--- config.mk ---
export PLATFORM = sky130hd
export DESIGN_NAME = csd_io_select_decoder
export DESIGN_NICKNAME = d
export VERILOG_FILES = /design/src/csd_pkg.sv /design/src/csd_io_select_decoder.sv /design/src/csd_block_decode.sv /design/src/csd_local_bits.sv
export VERILOG_INCLUDE_DIRS = /design/src /design/src/src
export SDC_FILE = /design/constraint.sdc
export NUM_CORES = 1
export LEC_CHECK = 0
export ABC_AREA = 0
export BUFFER_PORTS_ARGS = -buffer_cell sky130_fd_sc_hd__buf_2
export CAP_MARGIN = 20
export CORE_MARGIN = 1.5
export CORE_UTILIZATION = 44
export DETAILED_ROUTE_END_ITERATION = 8
export PLACE_DENSITY = 0.82
export SETUP_SLACK_MARGIN = 0.3
export SYNTH_ARGS = -nofsm -noshare
export SYNTH_HDL_FRONTEND = slang
export SYNTH_SLANG_ARGS = --single-unit
--- constraint.sdc ---
create_clock -name SYS_CLK -period 3.8 [get_ports SYS_CLK]
set_clock_uncertainty 0.2 [all_clocks]
set_input_delay 0.38 -clock SYS_CLK [delete_from_list [all_inputs] [get_ports SYS_CLK]]
set_output_delay 0.38 -clock SYS_CLK [all_outputs]
set_load 0.02 [all_outputs]
--- src/csd_params.svh ---
// Purpose: Named constants for the bit-serial I/O select decoder.
// Assumes: Bit address is processor address lines A3..A14, A3 as the MSB.
// Notes: Definitions only.
`ifndef CSD_PARAMS_SVH
`define CSD_PARAMS_SVH

// Field layout of the 12-bit bit address
`define CSD_SPACE_MSB 11
`define CSD_SPACE_LSB 8
`define CSD_BLOCK_MSB 7
`define CSD_BLOCK_LSB 5
`define CSD_OFFSET_MSB 4
`define CSD_HALF_BIT 4
`define CSD_ONBOARD_SPACE 4'h0
`define CSD_ALL_DESELECTED 8'hFF

// Nominal bit addresses of the local bits
`define CSD_ADDR_STATUS 12'h000
`define CSD_ADDR_UNIT 12'h020
`define CSD_ADDR_IRQ6_CLEAR 12'h0A6
`define CSD_ADDR_MODEM 12'h0E0

// Offsets inside the switch group and the modem group
`define CSD_UNIT_LAST 3'h4
`define CSD_MODEM_TERM_READY 2'h0
`define CSD_MODEM_SET_READY 2'h1
`define CSD_MODEM_RING 2'h2

// Reset values
`define CSD_STATUS_RST 1'h0
`define CSD_TERM_READY_RST 1'h0

`endif

--- src/csd_pkg.sv ---
// Purpose: Types shared by the bit-serial I/O select decoder.
// Assumes: Nothing beyond the params header.
// Notes: Block order follows the on-board map, one 32-bit block each.
package csd_pkg;

    typedef enum logic [2:0] {
        BLK_STATUS,
        BLK_UNIT_SWITCH,
        BLK_LOCAL_SERIAL,
        BLK_RESERVED,
        BLK_PARALLEL_TIMER,
        BLK_IRQ6_CLEAR,
        BLK_REMOTE_SERIAL,
        BLK_MODEM
    } csd_block_t;

    typedef struct packed {
        logic internal;
        csd_block_t block;
        logic [4:0] offset;
        logic [7:0] sel_n;
    } csd_decode_t;

endpackage

--- src/csd_io_select_decoder.sv ---
// Purpose: Select decoder for the board's bit-serial I/O space, with the local bits.
// Assumes: Inputs synchronous to SYS_CLK; a bit access holds its address for the cycle.
// Notes: Every output is registered, so each one trails its inputs by one clock.
//
// What this block does
// Decode A3..A9 into eight block selects, 32 bit addresses each.
// Block select 3 is reserved and never asserts.
// Internal flag comes from A3..A6 and memory-cycle enable only.
// On-board address enables block selects and disables the external buffer.
// Off-board address keeps buffer enabled and all block selects inactive.
// Off-board devices inside on-board space are ignored; map is fixed.
// A0, A1 and A2 never affect decode.
// Output strobe suppressed during external-instruction cycles.
// Status indicator at 0000, aliased across 0001..001F.
// Unit switch at 0020..0024 read-only, 0025..0027 zero, aliases to 003F.
// Local serial at 0040..005F, parallel/timer at 0080..009F split in halves.
// Interrupt-6 latch clear at 00A6, aliased across 00A0..00BF.
// Remote serial selected for 00C0..00DF.
// Modem bits at 00E0..00E2, inputs repeat every four, output across block.
// From 0100 upward everything is off-board.
// Partly decoded devices answer identically at alias addresses.
// Software uses only nominal addresses, never aliases.
// Block selects active low, at most one active at a time.
// External bit lines disabled during on-board bit accesses.
`timescale 1ns/1ps
`include "csd_params.svh"

module csd_io_select_decoder (
    // Clock and reset
    input wire logic SYS_CLK,
    input wire logic RSTN,
    // Processor bit-serial side
    input wire logic [11:0] BIT_ADDR,
    input wire logic MEMORY_CYCLE_ENABLE_N,
    input wire logic BIT_OUTPUT_STROBE,
    input wire logic EXT_INSTR_CYCLE,
    input wire logic CPU_BIT_OUT,
    output logic CPU_BIT_IN,
    // On-board peripherals
    input wire logic PERIPH_BIT_IN,
    output logic [7:0] ONBOARD_BLOCK_SELECT_N,
    output logic PARALLEL_HALF_SEL,
    output logic GATED_BIT_OUTPUT_STROBE,
    // Off-board expansion buffer
    input wire logic BUFFERED_BIT_IN,
    output logic BUFFERED_BIT_OUT,
    output logic BUFFER_ENABLE,
    output logic INTERNAL_SPACE_FLAG,
    // Local bits
    input wire logic [4:0] UNIT_SWITCH,
    input wire logic MODEM_SET_READY,
    input wire logic MODEM_RING_IND,
    output logic STATUS_INDICATOR,
    output logic EXTERNAL_IRQ_SIX_CLEAR,
    output logic MODEM_TERM_READY
);

    csd_pkg::csd_decode_t dec;
    wire strobe_ok;
    wire local_rd_bit;
    wire local_rd_own;
    wire bit_in_nxt;
    logic [7:0] sel_n_r;
    logic internal_r;
    logic buf_en_r;
    logic buf_out_r;
    logic strobe_r;
    logic bit_in_r;
    logic half_r;
    logic status_r;
    logic term_ready_r;
    logic irq6_clear_r;

    csd_block_decode u_decode (
        .bit_addr(BIT_ADDR),
        .memory_cycle_enable_n(MEMORY_CYCLE_ENABLE_N),
        .dec(dec)
    );

    // Output strobe never reaches any device during an external instruction
    assign strobe_ok = BIT_OUTPUT_STROBE && !EXT_INSTR_CYCLE;

    csd_local_bits u_local (
        .clk(SYS_CLK),
        .rst_n(RSTN),
        .dec(dec),
        .strobe(strobe_ok),
        .bit_out(CPU_BIT_OUT),
        .unit_switch(UNIT_SWITCH),
        .modem_set_ready(MODEM_SET_READY),
        .modem_ring(MODEM_RING_IND),
        .status_r(status_r),
        .term_ready_r(term_ready_r),
        .irq6_clear_r(irq6_clear_r),
        .rd_bit(local_rd_bit),
        .rd_own(local_rd_own)
    );

    // Off-board answers inside on-board space never reach the processor
    assign bit_in_nxt = dec.internal ? (local_rd_own ? local_rd_bit : PERIPH_BIT_IN)
        : BUFFERED_BIT_IN;

    always_ff @(posedge SYS_CLK or negedge RSTN) begin
        if (!RSTN) begin
            sel_n_r <= `CSD_ALL_DESELECTED;
            internal_r <= 1'h0;
            buf_en_r <= 1'h1;
            buf_out_r <= 1'h0;
            strobe_r <= 1'h0;
            bit_in_r <= 1'h0;
            half_r <= 1'h0;
        end else begin
            sel_n_r <= dec.sel_n;
            internal_r <= dec.internal;
            buf_en_r <= !dec.internal;
            // Held low while the buffer is off so no edge leaks to the expansion bus
            buf_out_r <= dec.internal ? 1'h0 : CPU_BIT_OUT;
            strobe_r <= strobe_ok;
            bit_in_r <= bit_in_nxt;
            half_r <= dec.offset[`CSD_HALF_BIT];
        end
    end

    assign ONBOARD_BLOCK_SELECT_N = sel_n_r;
    assign INTERNAL_SPACE_FLAG = internal_r;
    assign BUFFER_ENABLE = buf_en_r;
    assign BUFFERED_BIT_OUT = buf_out_r;
    assign GATED_BIT_OUTPUT_STROBE = strobe_r;
    assign CPU_BIT_IN = bit_in_r;
    assign PARALLEL_HALF_SEL = half_r;
    assign STATUS_INDICATOR = status_r;
    assign EXTERNAL_IRQ_SIX_CLEAR = irq6_clear_r;
    assign MODEM_TERM_READY = term_ready_r;

    // Helper terms watched only by the checks below
    wire [2:0] chk_blk;
    wire [7:0] chk_unit_ext;
    wire chk_onboard;
    wire chk_wr;
    wire chk_wr_status;
    wire chk_wr_irq6;
    wire chk_wr_modem;
    wire chk_rd_unit_ground;
    wire chk_periph_blk;
    logic chk_live_r;
    assign chk_blk = BIT_ADDR[`CSD_BLOCK_MSB:`CSD_BLOCK_LSB];
    assign chk_unit_ext = {3'h0, UNIT_SWITCH};
    assign chk_onboard = (BIT_ADDR[`CSD_SPACE_MSB:`CSD_SPACE_LSB] == `CSD_ONBOARD_SPACE)
        && MEMORY_CYCLE_ENABLE_N;
    assign chk_wr = BIT_OUTPUT_STROBE && !EXT_INSTR_CYCLE && chk_onboard;
    assign chk_wr_status = chk_wr && (chk_blk == csd_pkg::BLK_STATUS);
    assign chk_wr_irq6 = chk_wr && (chk_blk == csd_pkg::BLK_IRQ6_CLEAR);
    assign chk_wr_modem = chk_wr && (chk_blk == csd_pkg::BLK_MODEM);
    assign chk_rd_unit_ground = chk_onboard && (chk_blk == csd_pkg::BLK_UNIT_SWITCH)
        && (BIT_ADDR[2:0] > `CSD_UNIT_LAST);
    assign chk_periph_blk = (chk_blk == csd_pkg::BLK_LOCAL_SERIAL)
        || (chk_blk == csd_pkg::BLK_RESERVED) || (chk_blk == csd_pkg::BLK_PARALLEL_TIMER)
        || (chk_blk == csd_pkg::BLK_REMOTE_SERIAL);

    // Checks start one clock after release: the release edge itself still resets
    always_ff @(posedge SYS_CLK or negedge RSTN) begin
        if (!RSTN) begin
            chk_live_r <= 1'h0;
        end else begin
            chk_live_r <= 1'h1;
        end
    end

    property p_block_map;
        @(posedge SYS_CLK) disable iff (!RSTN || !chk_live_r)
        chk_onboard && (chk_blk != csd_pkg::BLK_RESERVED)
        |=> !ONBOARD_BLOCK_SELECT_N[$past(chk_blk)];
    endproperty
    a_block_map: assert property (p_block_map)
        else $error("on-board block select missing for decoded block");

    property p_reserved;
        @(posedge SYS_CLK) disable iff (!RSTN || !chk_live_r)
        chk_onboard |=> ONBOARD_BLOCK_SELECT_N[csd_pkg::BLK_RESERVED];
    endproperty
    a_reserved: assert property (p_reserved)
        else $error("reserved block select asserted");

    property p_flag;
        @(posedge SYS_CLK) disable iff (!RSTN || !chk_live_r)
        ##1 INTERNAL_SPACE_FLAG == $past(chk_onboard);
    endproperty
    a_flag: assert property (p_flag)
        else $error("internal space flag does not follow address and memory enable");

    property p_onboard_buffer;
        @(posedge SYS_CLK) disable iff (!RSTN || !chk_live_r)
        chk_onboard |=> !BUFFER_ENABLE && !BUFFERED_BIT_OUT && INTERNAL_SPACE_FLAG;
    endproperty
    a_onboard_buffer: assert property (p_onboard_buffer)
        else $error("external buffer active during on-board access");

    property p_offboard;
        @(posedge SYS_CLK) disable iff (!RSTN || !chk_live_r)
        !chk_onboard |=> BUFFER_ENABLE && (ONBOARD_BLOCK_SELECT_N == `CSD_ALL_DESELECTED)
            && (CPU_BIT_IN == $past(BUFFERED_BIT_IN))
            && (BUFFERED_BIT_OUT == $past(CPU_BIT_OUT));
    endproperty
    a_offboard: assert property (p_offboard)
        else $error("off-board access not passed through the buffer");

    property p_ignore_external;
        @(posedge SYS_CLK) disable iff (!RSTN || !chk_live_r)
        chk_onboard && chk_periph_blk
        |=> !BUFFER_ENABLE && (CPU_BIT_IN == $past(PERIPH_BIT_IN));
    endproperty
    a_ignore_external: assert property (p_ignore_external)
        else $error("external bit-in reached the processor in on-board space");

    property p_high_lines;
        @(posedge SYS_CLK) disable iff (!RSTN || !chk_live_r)
        chk_onboard && (chk_blk == csd_pkg::BLK_STATUS)
        |=> !ONBOARD_BLOCK_SELECT_N[csd_pkg::BLK_STATUS] && $onehot(~ONBOARD_BLOCK_SELECT_N);
    endproperty
    a_high_lines: assert property (p_high_lines)
        else $error("block zero decode disturbed");

    property p_ext_instr;
        @(posedge SYS_CLK) disable iff (!RSTN || !chk_live_r)
        EXT_INSTR_CYCLE |=> !GATED_BIT_OUTPUT_STROBE && $stable(STATUS_INDICATOR)
            && $stable(MODEM_TERM_READY) && !EXTERNAL_IRQ_SIX_CLEAR;
    endproperty
    a_ext_instr: assert property (p_ext_instr)
        else $error("bit output took effect during an external instruction");

    property p_status;
        @(posedge SYS_CLK) disable iff (!RSTN || !chk_live_r)
        chk_wr_status |=> STATUS_INDICATOR == $past(CPU_BIT_OUT);
    endproperty
    a_status: assert property (p_status)
        else $error("status indicator not written at its address or alias");

    property p_unit_ground;
        @(posedge SYS_CLK) disable iff (!RSTN || !chk_live_r)
        chk_rd_unit_ground |=> !CPU_BIT_IN;
    endproperty
    a_unit_ground: assert property (p_unit_ground)
        else $error("grounded switch positions read as one");

    property p_half;
        @(posedge SYS_CLK) disable iff (!RSTN || !chk_live_r)
        chk_onboard && (chk_blk == csd_pkg::BLK_PARALLEL_TIMER)
        |=> !ONBOARD_BLOCK_SELECT_N[csd_pkg::BLK_PARALLEL_TIMER]
            && (PARALLEL_HALF_SEL == $past(BIT_ADDR[`CSD_HALF_BIT]));
    endproperty
    a_half: assert property (p_half)
        else $error("parallel/timer select or half indication wrong");

    property p_irq6;
        @(posedge SYS_CLK) disable iff (!RSTN || !chk_live_r)
        chk_wr_irq6 ##1 !chk_wr_irq6 |-> EXTERNAL_IRQ_SIX_CLEAR ##1 !EXTERNAL_IRQ_SIX_CLEAR;
    endproperty
    a_irq6: assert property (p_irq6)
        else $error("interrupt-6 clear is not a single-cycle pulse");

    property p_modem;
        @(posedge SYS_CLK) disable iff (!RSTN || !chk_live_r)
        chk_wr_modem |=> MODEM_TERM_READY == $past(CPU_BIT_OUT);
    endproperty
    a_modem: assert property (p_modem)
        else $error("terminal-ready output not written across the modem block");

    property p_onehot;
        @(posedge SYS_CLK) disable iff (!RSTN || !chk_live_r)
        $onehot0(~ONBOARD_BLOCK_SELECT_N);
    endproperty
    a_onehot: assert property (p_onehot)
        else $error("more than one block select active");

    property p_offboard_space;
        @(posedge SYS_CLK) disable iff (!RSTN || !chk_live_r)
        (BIT_ADDR[`CSD_SPACE_MSB:`CSD_SPACE_LSB] != `CSD_ONBOARD_SPACE)
        |=> !INTERNAL_SPACE_FLAG && $stable(STATUS_INDICATOR) && $stable(MODEM_TERM_READY)
            && !EXTERNAL_IRQ_SIX_CLEAR;
    endproperty
    a_offboard_space: assert property (p_offboard_space)
        else $error("access above on-board space reached a local bit");

    property p_unit_read;
        @(posedge SYS_CLK) disable iff (!RSTN || !chk_live_r)
        chk_onboard && (chk_blk == csd_pkg::BLK_UNIT_SWITCH)
        |=> CPU_BIT_IN == $past(chk_unit_ext[BIT_ADDR[2:0]]);
    endproperty
    a_unit_read: assert property (p_unit_read)
        else $error("switch position read back wrong");

    property p_modem_dsr;
        @(posedge SYS_CLK) disable iff (!RSTN || !chk_live_r)
        chk_onboard && (chk_blk == csd_pkg::BLK_MODEM)
            && (BIT_ADDR[1:0] == `CSD_MODEM_SET_READY) |=> CPU_BIT_IN == $past(MODEM_SET_READY);
    endproperty
    a_modem_dsr: assert property (p_modem_dsr)
        else $error("set-ready input not returned at its address or alias");

    property p_modem_ring;
        @(posedge SYS_CLK) disable iff (!RSTN || !chk_live_r)
        chk_onboard && (chk_blk == csd_pkg::BLK_MODEM)
            && (BIT_ADDR[1:0] == `CSD_MODEM_RING) |=> CPU_BIT_IN == $past(MODEM_RING_IND);
    endproperty
    a_modem_ring: assert property (p_modem_ring)
        else $error("ring input not returned at its address or alias");

    property p_strobe;
        @(posedge SYS_CLK) disable iff (!RSTN || !chk_live_r)
        BIT_OUTPUT_STROBE && !EXT_INSTR_CYCLE |=> GATED_BIT_OUTPUT_STROBE;
    endproperty
    a_strobe: assert property (p_strobe)
        else $error("output strobe lost outside external instructions");

endmodule

--- src/csd_block_decode.sv ---
// Purpose: Combinational decode of a bit address into block selects.
// Assumes: Only A3..A14 reach this module.
// Notes: Address lines A0..A2 are not wired in at all.
`timescale 1ns/1ps
`include "csd_params.svh"

module csd_block_decode (
    // Address side
    input wire logic [11:0] bit_addr,
    input wire logic memory_cycle_enable_n,
    // Decode result
    output csd_pkg::csd_decode_t dec
);

    wire in_space;
    wire [2:0] blk;
    logic [7:0] sel_n;

    // Memory cycles never decode as bit-serial accesses
    assign in_space = (bit_addr[`CSD_SPACE_MSB:`CSD_SPACE_LSB] == `CSD_ONBOARD_SPACE)
        && memory_cycle_enable_n;
    assign blk = bit_addr[`CSD_BLOCK_MSB:`CSD_BLOCK_LSB];

    genvar gi;
    generate
        for (gi = 0; gi < 8; gi++) begin : g_sel
            if (gi == csd_pkg::BLK_RESERVED) begin : g_res
                assign sel_n[gi] = 1'h1;
            end else begin : g_act
                assign sel_n[gi] = ~(in_space && (blk == 3'(gi)));
            end
        end
    endgenerate

    assign dec.internal = in_space;
    assign dec.block = csd_pkg::csd_block_t'(blk);
    assign dec.offset = bit_addr[`CSD_OFFSET_MSB:0];
    assign dec.sel_n = sel_n;

endmodule

--- src/csd_local_bits.sv ---
// Purpose: Status indicator, unit switch, interrupt-6 clear and modem bits.
// Assumes: Strobe arrives already gated for external-instruction cycles.
// Notes: Partial decode is deliberate, so every alias answers like the nominal bit.
`timescale 1ns/1ps
`include "csd_params.svh"

module csd_local_bits (
    // Clock and reset
    input wire logic clk,
    input wire logic rst_n,
    // Access
    input csd_pkg::csd_decode_t dec,
    input wire logic strobe,
    input wire logic bit_out,
    // Board inputs
    input wire logic [4:0] unit_switch,
    input wire logic modem_set_ready,
    input wire logic modem_ring,
    // Results
    output logic status_r,
    output logic term_ready_r,
    output logic irq6_clear_r,
    output logic rd_bit,
    output logic rd_own
);

    wire wr;
    wire in_status;
    wire in_unit;
    wire in_irq6;
    wire in_modem;
    wire unit_bit;
    wire modem_bit;
    wire [2:0] unit_idx;
    wire [1:0] modem_idx;
    wire [7:0] unit_ext;

    assign wr = strobe && dec.internal;
    assign in_status = dec.block == csd_pkg::BLK_STATUS;
    assign in_unit = dec.block == csd_pkg::BLK_UNIT_SWITCH;
    assign in_irq6 = dec.block == csd_pkg::BLK_IRQ6_CLEAR;
    assign in_modem = dec.block == csd_pkg::BLK_MODEM;
    assign unit_idx = dec.offset[2:0];
    assign modem_idx = dec.offset[1:0];

    // Upper three switch positions are grounded; padding keeps the index in range
    assign unit_ext = {3'h0, unit_switch};
    assign unit_bit = (unit_idx <= `CSD_UNIT_LAST) ? unit_ext[unit_idx] : 1'h0;
    assign modem_bit = (modem_idx == `CSD_MODEM_TERM_READY) ? term_ready_r :
        (modem_idx == `CSD_MODEM_SET_READY) ? modem_set_ready :
        (modem_idx == `CSD_MODEM_RING) ? modem_ring : 1'h0;

    assign rd_own = dec.internal && (in_status || in_unit || in_irq6 || in_modem);
    assign rd_bit = in_unit ? unit_bit : (in_modem ? modem_bit : 1'h0);

    always_ff @(posedge clk or negedge rst_n) begin
        if (!rst_n) begin
            status_r <= `CSD_STATUS_RST;
            term_ready_r <= `CSD_TERM_READY_RST;
            irq6_clear_r <= 1'h0;
        end else begin
            if (wr && in_status) begin
                status_r <= bit_out;
            end
            if (wr && in_modem) begin
                term_ready_r <= bit_out;
            end
            irq6_clear_r <= wr && in_irq6;
        end
    end

endmodule

==> flow_results.xml <==
<?xml version="1.0" encoding="UTF-8"?>
<metrics>
  <group name="logic_synthesis">
    <metric name="syn-instance-count" unit="">61</metric>
    <metric name="postSynth.topFlopCell" unit="">dfstp_2</metric>
    <metric name="synth_adder_area_share" unit="">0</metric>
    <metric name="yosysTopAreaCell" unit="">dfstp_2</metric>
    <metric name="yosys-mux-area-fraction" unit="">0.0738</metric>
    <metric name="synth_top_family_by_area" unit="">simple AND/OR/NAND/NOR gates</metric>
    <metric name="synth_enable_flop_cells" unit="">0</metric>
    <metric name="postSynthNetCount" unit="">88</metric>
    <metric name="post_synth_main_area_contributors" unit="">dfstp_2, dfrtp_1, mux2i_1</metric>
    <metric name="synth_simple_gate_area_frac" unit="">0.216</metric>
    <metric name="synth.top_cells.by_count" unit="">dfrtp_1, dfstp_2, nand2_1, nand2b_1, nor2_1</metric>
    <metric name="area_share_of_xor_xnor_cells_in_the_synthesized_design" unit="">0</metric>
    <metric name="ys.warnings.count" unit="">0</metric>
    <metric name="synth_compound_area_frac" unit="">0.0721</metric>
    <metric name="ys_async_sr_fraction" unit="">1.00</metric>
    <metric name="yosys.cell_types.count" unit="">29</metric>
    <metric name="syn_area" unit="um^2">712</metric>
    <metric name="ys_ff_latch" unit="">16</metric>
    <metric name="syn_area_cell" unit="um^2">11.7</metric>
    <metric name="synth.top_cell.area_share" unit="">0.295</metric>
    <metric name="seq_area_frac_synth" unit="">0.576</metric>
  </group>
  <group name="final_layout">
    <metric name="nFillCells" unit="">128</metric>
    <metric name="drive_above_1_share" unit="">0.548</metric>
    <metric name="antenna_cells" unit="">0</metric>
    <metric name="fin_nets" unit="">132</metric>
    <metric name="layout.core_utilization" unit="">0.641</metric>
    <metric name="syn_to_final_growth" unit="%">35.7</metric>
    <metric name="largest_register_ffs" unit="">7</metric>
  </group>
  <group name="detailed_routing">
    <metric name="vias" unit="">600</metric>
    <metric name="drt_iter0_markers" unit="">4</metric>
    <metric name="wirelength_met1" unit="um">536</metric>
    <metric name="first_pass_iters" unit="">2</metric>
    <metric name="detail_route.vias_per_cell" unit="">5.00</metric>
    <metric name="routed_antenna_nets" unit="">0</metric>
    <metric name="met2RoutedLength" unit="um">723</metric>
    <metric name="wl_per_cell" unit="um">11.2</metric>
    <metric name="met3RoutedLength" unit="um">87</metric>
    <metric name="drt_wl_total" unit="um">1350</metric>
    <metric name="detail_route.drc_violations" unit="">0</metric>
    <metric name="dr.max_layer_used" unit="">met3</metric>
  </group>
  <group name="grt">
    <metric name="vias_in_the_first_global_route" unit="">520</metric>
    <metric name="antenna_violations_before_repair" unit="">0</metric>
    <metric name="gr-total-overflow" unit="">0</metric>
    <metric name="global_route.usage.total" unit="">0.144</metric>
    <metric name="grt_pass1_wl" unit="um">2050</metric>
    <metric name="grt_start_max_net_pins" unit="">17</metric>
  </group>
  <group name="power">
    <metric name="pwr-share-comb" unit="">0.134</metric>
    <metric name="internal-power" unit="uW">252</metric>
    <metric name="leakage" unit="uW">0.000468</metric>
    <metric name="pwr_density_cell" unit="nW/um^2">340</metric>
    <metric name="switchingPower" unit="uW">76.5</metric>
    <metric name="pwr-share-clk" unit="">0.332</metric>
    <metric name="p_seq_frac" unit="">0.534</metric>
    <metric name="vdd_drop_max" unit="mV">0.206</metric>
    <metric name="switching_share" unit="">0.233</metric>
  </group>
  <group name="die">
    <metric name="die_extent_in_x" unit="um">43.2</metric>
    <metric name="fp-row-count" unit="">14</metric>
    <metric name="die-area" unit="um^2">1870</metric>
    <metric name="fp.dieH" unit="um">43.2</metric>
    <metric name="initial_core_util" unit="">0.473</metric>
    <metric name="io-pin-count" unit="">44</metric>
    <metric name="core_area" unit="um^2">1510</metric>
  </group>
  <group name="timing">
    <metric name="tns" unit="ns">0</metric>
    <metric name="clock.fmax" unit="GHz">0.606</metric>
    <metric name="crit_path_time_final" unit="ns">1.65</metric>
    <metric name="post-route-period-util" unit="">0.434</metric>
    <metric name="grt_setup_unrepaired" unit="">false</metric>
    <metric name="final-setup-viol-count" unit="">0</metric>
    <metric name="timing.final.hold_violations" unit="">0</metric>
    <metric name="maxSlewViolCount" unit="">0</metric>
  </group>
  <group name="cts">
    <metric name="clk_pin_slew_worst_paths" unit="ns">0.09</metric>
    <metric name="clock_sink_count" unit="">16</metric>
    <metric name="tritoncts.num_buffers" unit="">3</metric>
    <metric name="post_cts_buffers" unit="">0</metric>
    <metric name="clk_root_buffer_cell" unit="">clkbuf_4</metric>
    <metric name="cts_tree" unit="">yes</metric>
    <metric name="clock_insertion_delay_worst_skew" unit="ns">0.28</metric>
    <metric name="cts_resized" unit="">0</metric>
    <metric name="max_clock_buf_depth" unit="">2</metric>
    <metric name="h-tree-depth" unit="">1</metric>
  </group>
  <group name="worst_setup_path">
    <metric name="critical_path_required" unit="ns">3.77</metric>
    <metric name="cp-start-kind" unit="">input port</metric>
    <metric name="timing_worst_setup_path_type" unit="">input port to flip-flop</metric>
    <metric name="cp_max_fo" unit="">9</metric>
    <metric name="cp.arrival" unit="ns">1.62</metric>
    <metric name="critPathCaptureType" unit="">flip-flop</metric>
  </group>
  <group name="flow_run">
    <metric name="timing.max_cap.violations" unit="">0</metric>
  </group>
  <group name="run_status">
    <metric name="outcome" unit="">finished, final reports clean</metric>
  </group>
  <group name="placement">
    <metric name="place_congestion" unit="">0.712</metric>
    <metric name="post-dp-hpwl" unit="um">1050</metric>
    <metric name="port-buffer-count" unit="">41</metric>
  </group>
  <group name="hold_path">
    <metric name="kind_of_path_behind_the_tightest_hold_check" unit="">input port to flip-flop</metric>
  </group>
</metrics>
## logic make-up (layout without fill, tap and decap cells)
logic type / Yosys count / count (layout)
other: 1 / 1
flip-flops: 16 / 16
buffers and inverters: 6 / 49
AND/OR/NAND/NOR: 27 / 27
AO/OA/AOI/OAI: 6 / 6
multiplexers: 5 / 5
## cell usage in the layout (no fill, tap or decap), types with 3 or more instances in the layout
cell type | synthesis | routed
nand2_1 | 6 | 6
nand2b_1 | 4 | 4
dfrtp_1 | 8 | 8
clkbuf_4 | 0 | 3
buf_2 | 1 | 41
mux2i_1 | 3 | 3
dfstp_2 | 8 | 8
nor2_1 | 4 | 4
nor3_1 | 3 | 3
## worst paths after layout
kind / slack [ns] / cells after the start / from / end
worst max-delay path: 2.15 / 6 / BIT_ADDR[11] / u_local.status_r$_DFFE_PN0P_
worst min-delay path: 0.07 / 2 / EXT_INSTR_CYCLE / GATED_BIT_OUTPUT_STROBE$_DFF_PN0_
worst max register to register: 2.37 / 4 / u_local.term_ready_r$_DFFE_PN0P_ / CPU_BIT_IN$_DFF_PN0_
worst min register to register: 0.30 / 1 / u_local.status_r$_DFFE_PN0P_ / u_local.status_r$_DFFE_PN0P_
max in group asynchronous: 2.77 / 2 / RSTN / ONBOARD_BLOCK_SELECT_N[5]$_DFF_PN1_
min in group asynchronous: 0.33 / 2 / RSTN / CPU_BIT_IN$_DFF_PN0_
## power by group through the flow
| stage | Sequential (uW) | Combinational [uW] | Clock, uW |
|---|---|---|---|
| after floorplan | 183 | 16.3 | 0 |
| final | 175 | 44.1 | 109 |
| after CTS | 175 | 43.6 | 111 |
| after global routing | 176 | 47.9 | 121 |
| after detailed placement | 178 | 42.5 | 0 |
| after global placement | 178 | 41.4 | 0 |
## critical path, cell delays in order
cell and delay (ns):
buf_2 0.09, nor2_1 0.08, and3_1 0.43, inv_6 0.08, nor4_4 0.21, mux2_1 0.34
## metrics by stage
| stage | instance area (um^2) | cells | worst slack [ns] | total power, uW | hold slack, ns |
|---|---|---|---|---|---|
| final | 966 | 120 | 2.15 | 328 | 0.0739 |
| after global routing | 966 | 120 | 2.06 | 345 | 0.0520 |
| after CTS | 956 | 119 | 2.14 | 330 | 0.00263 |
| after detailed placement | 910 | 114 | 1.85 | 221 | 0.0975 |
| after global placement | 910 | 114 | 1.85 | 220 | 0.0915 |
| after floorplan | 712 | 61 | 2.17 | 200 | -0.116 |
## routing by layer
metal  vias up  global-route usage
li1        294                   -
met1       282               0.168
met2        24               0.269
met3         0              0.0340
met4         0              0.0182
met5         -                   0
## final cells by class
cell class / instances / area (um^2) / area share
timing repair buffer: 43 / 225 / 0.233
tap: 16 / 20.0 / 0.0207
multi-input combinational: 39 / 262 / 0.271
inverter: 2 / 12.5 / 0.0130
sequential: 16 / 410 / 0.425
clock buffer: 4 / 36.3 / 0.0376
## timing repair
action	in CTS	in global routing
hold buffers	1	1
endpoints found under the hold margin	8	1
endpoints found under the setup margin	0	0
No activity file was read; power rests on OpenSTA's default activity.
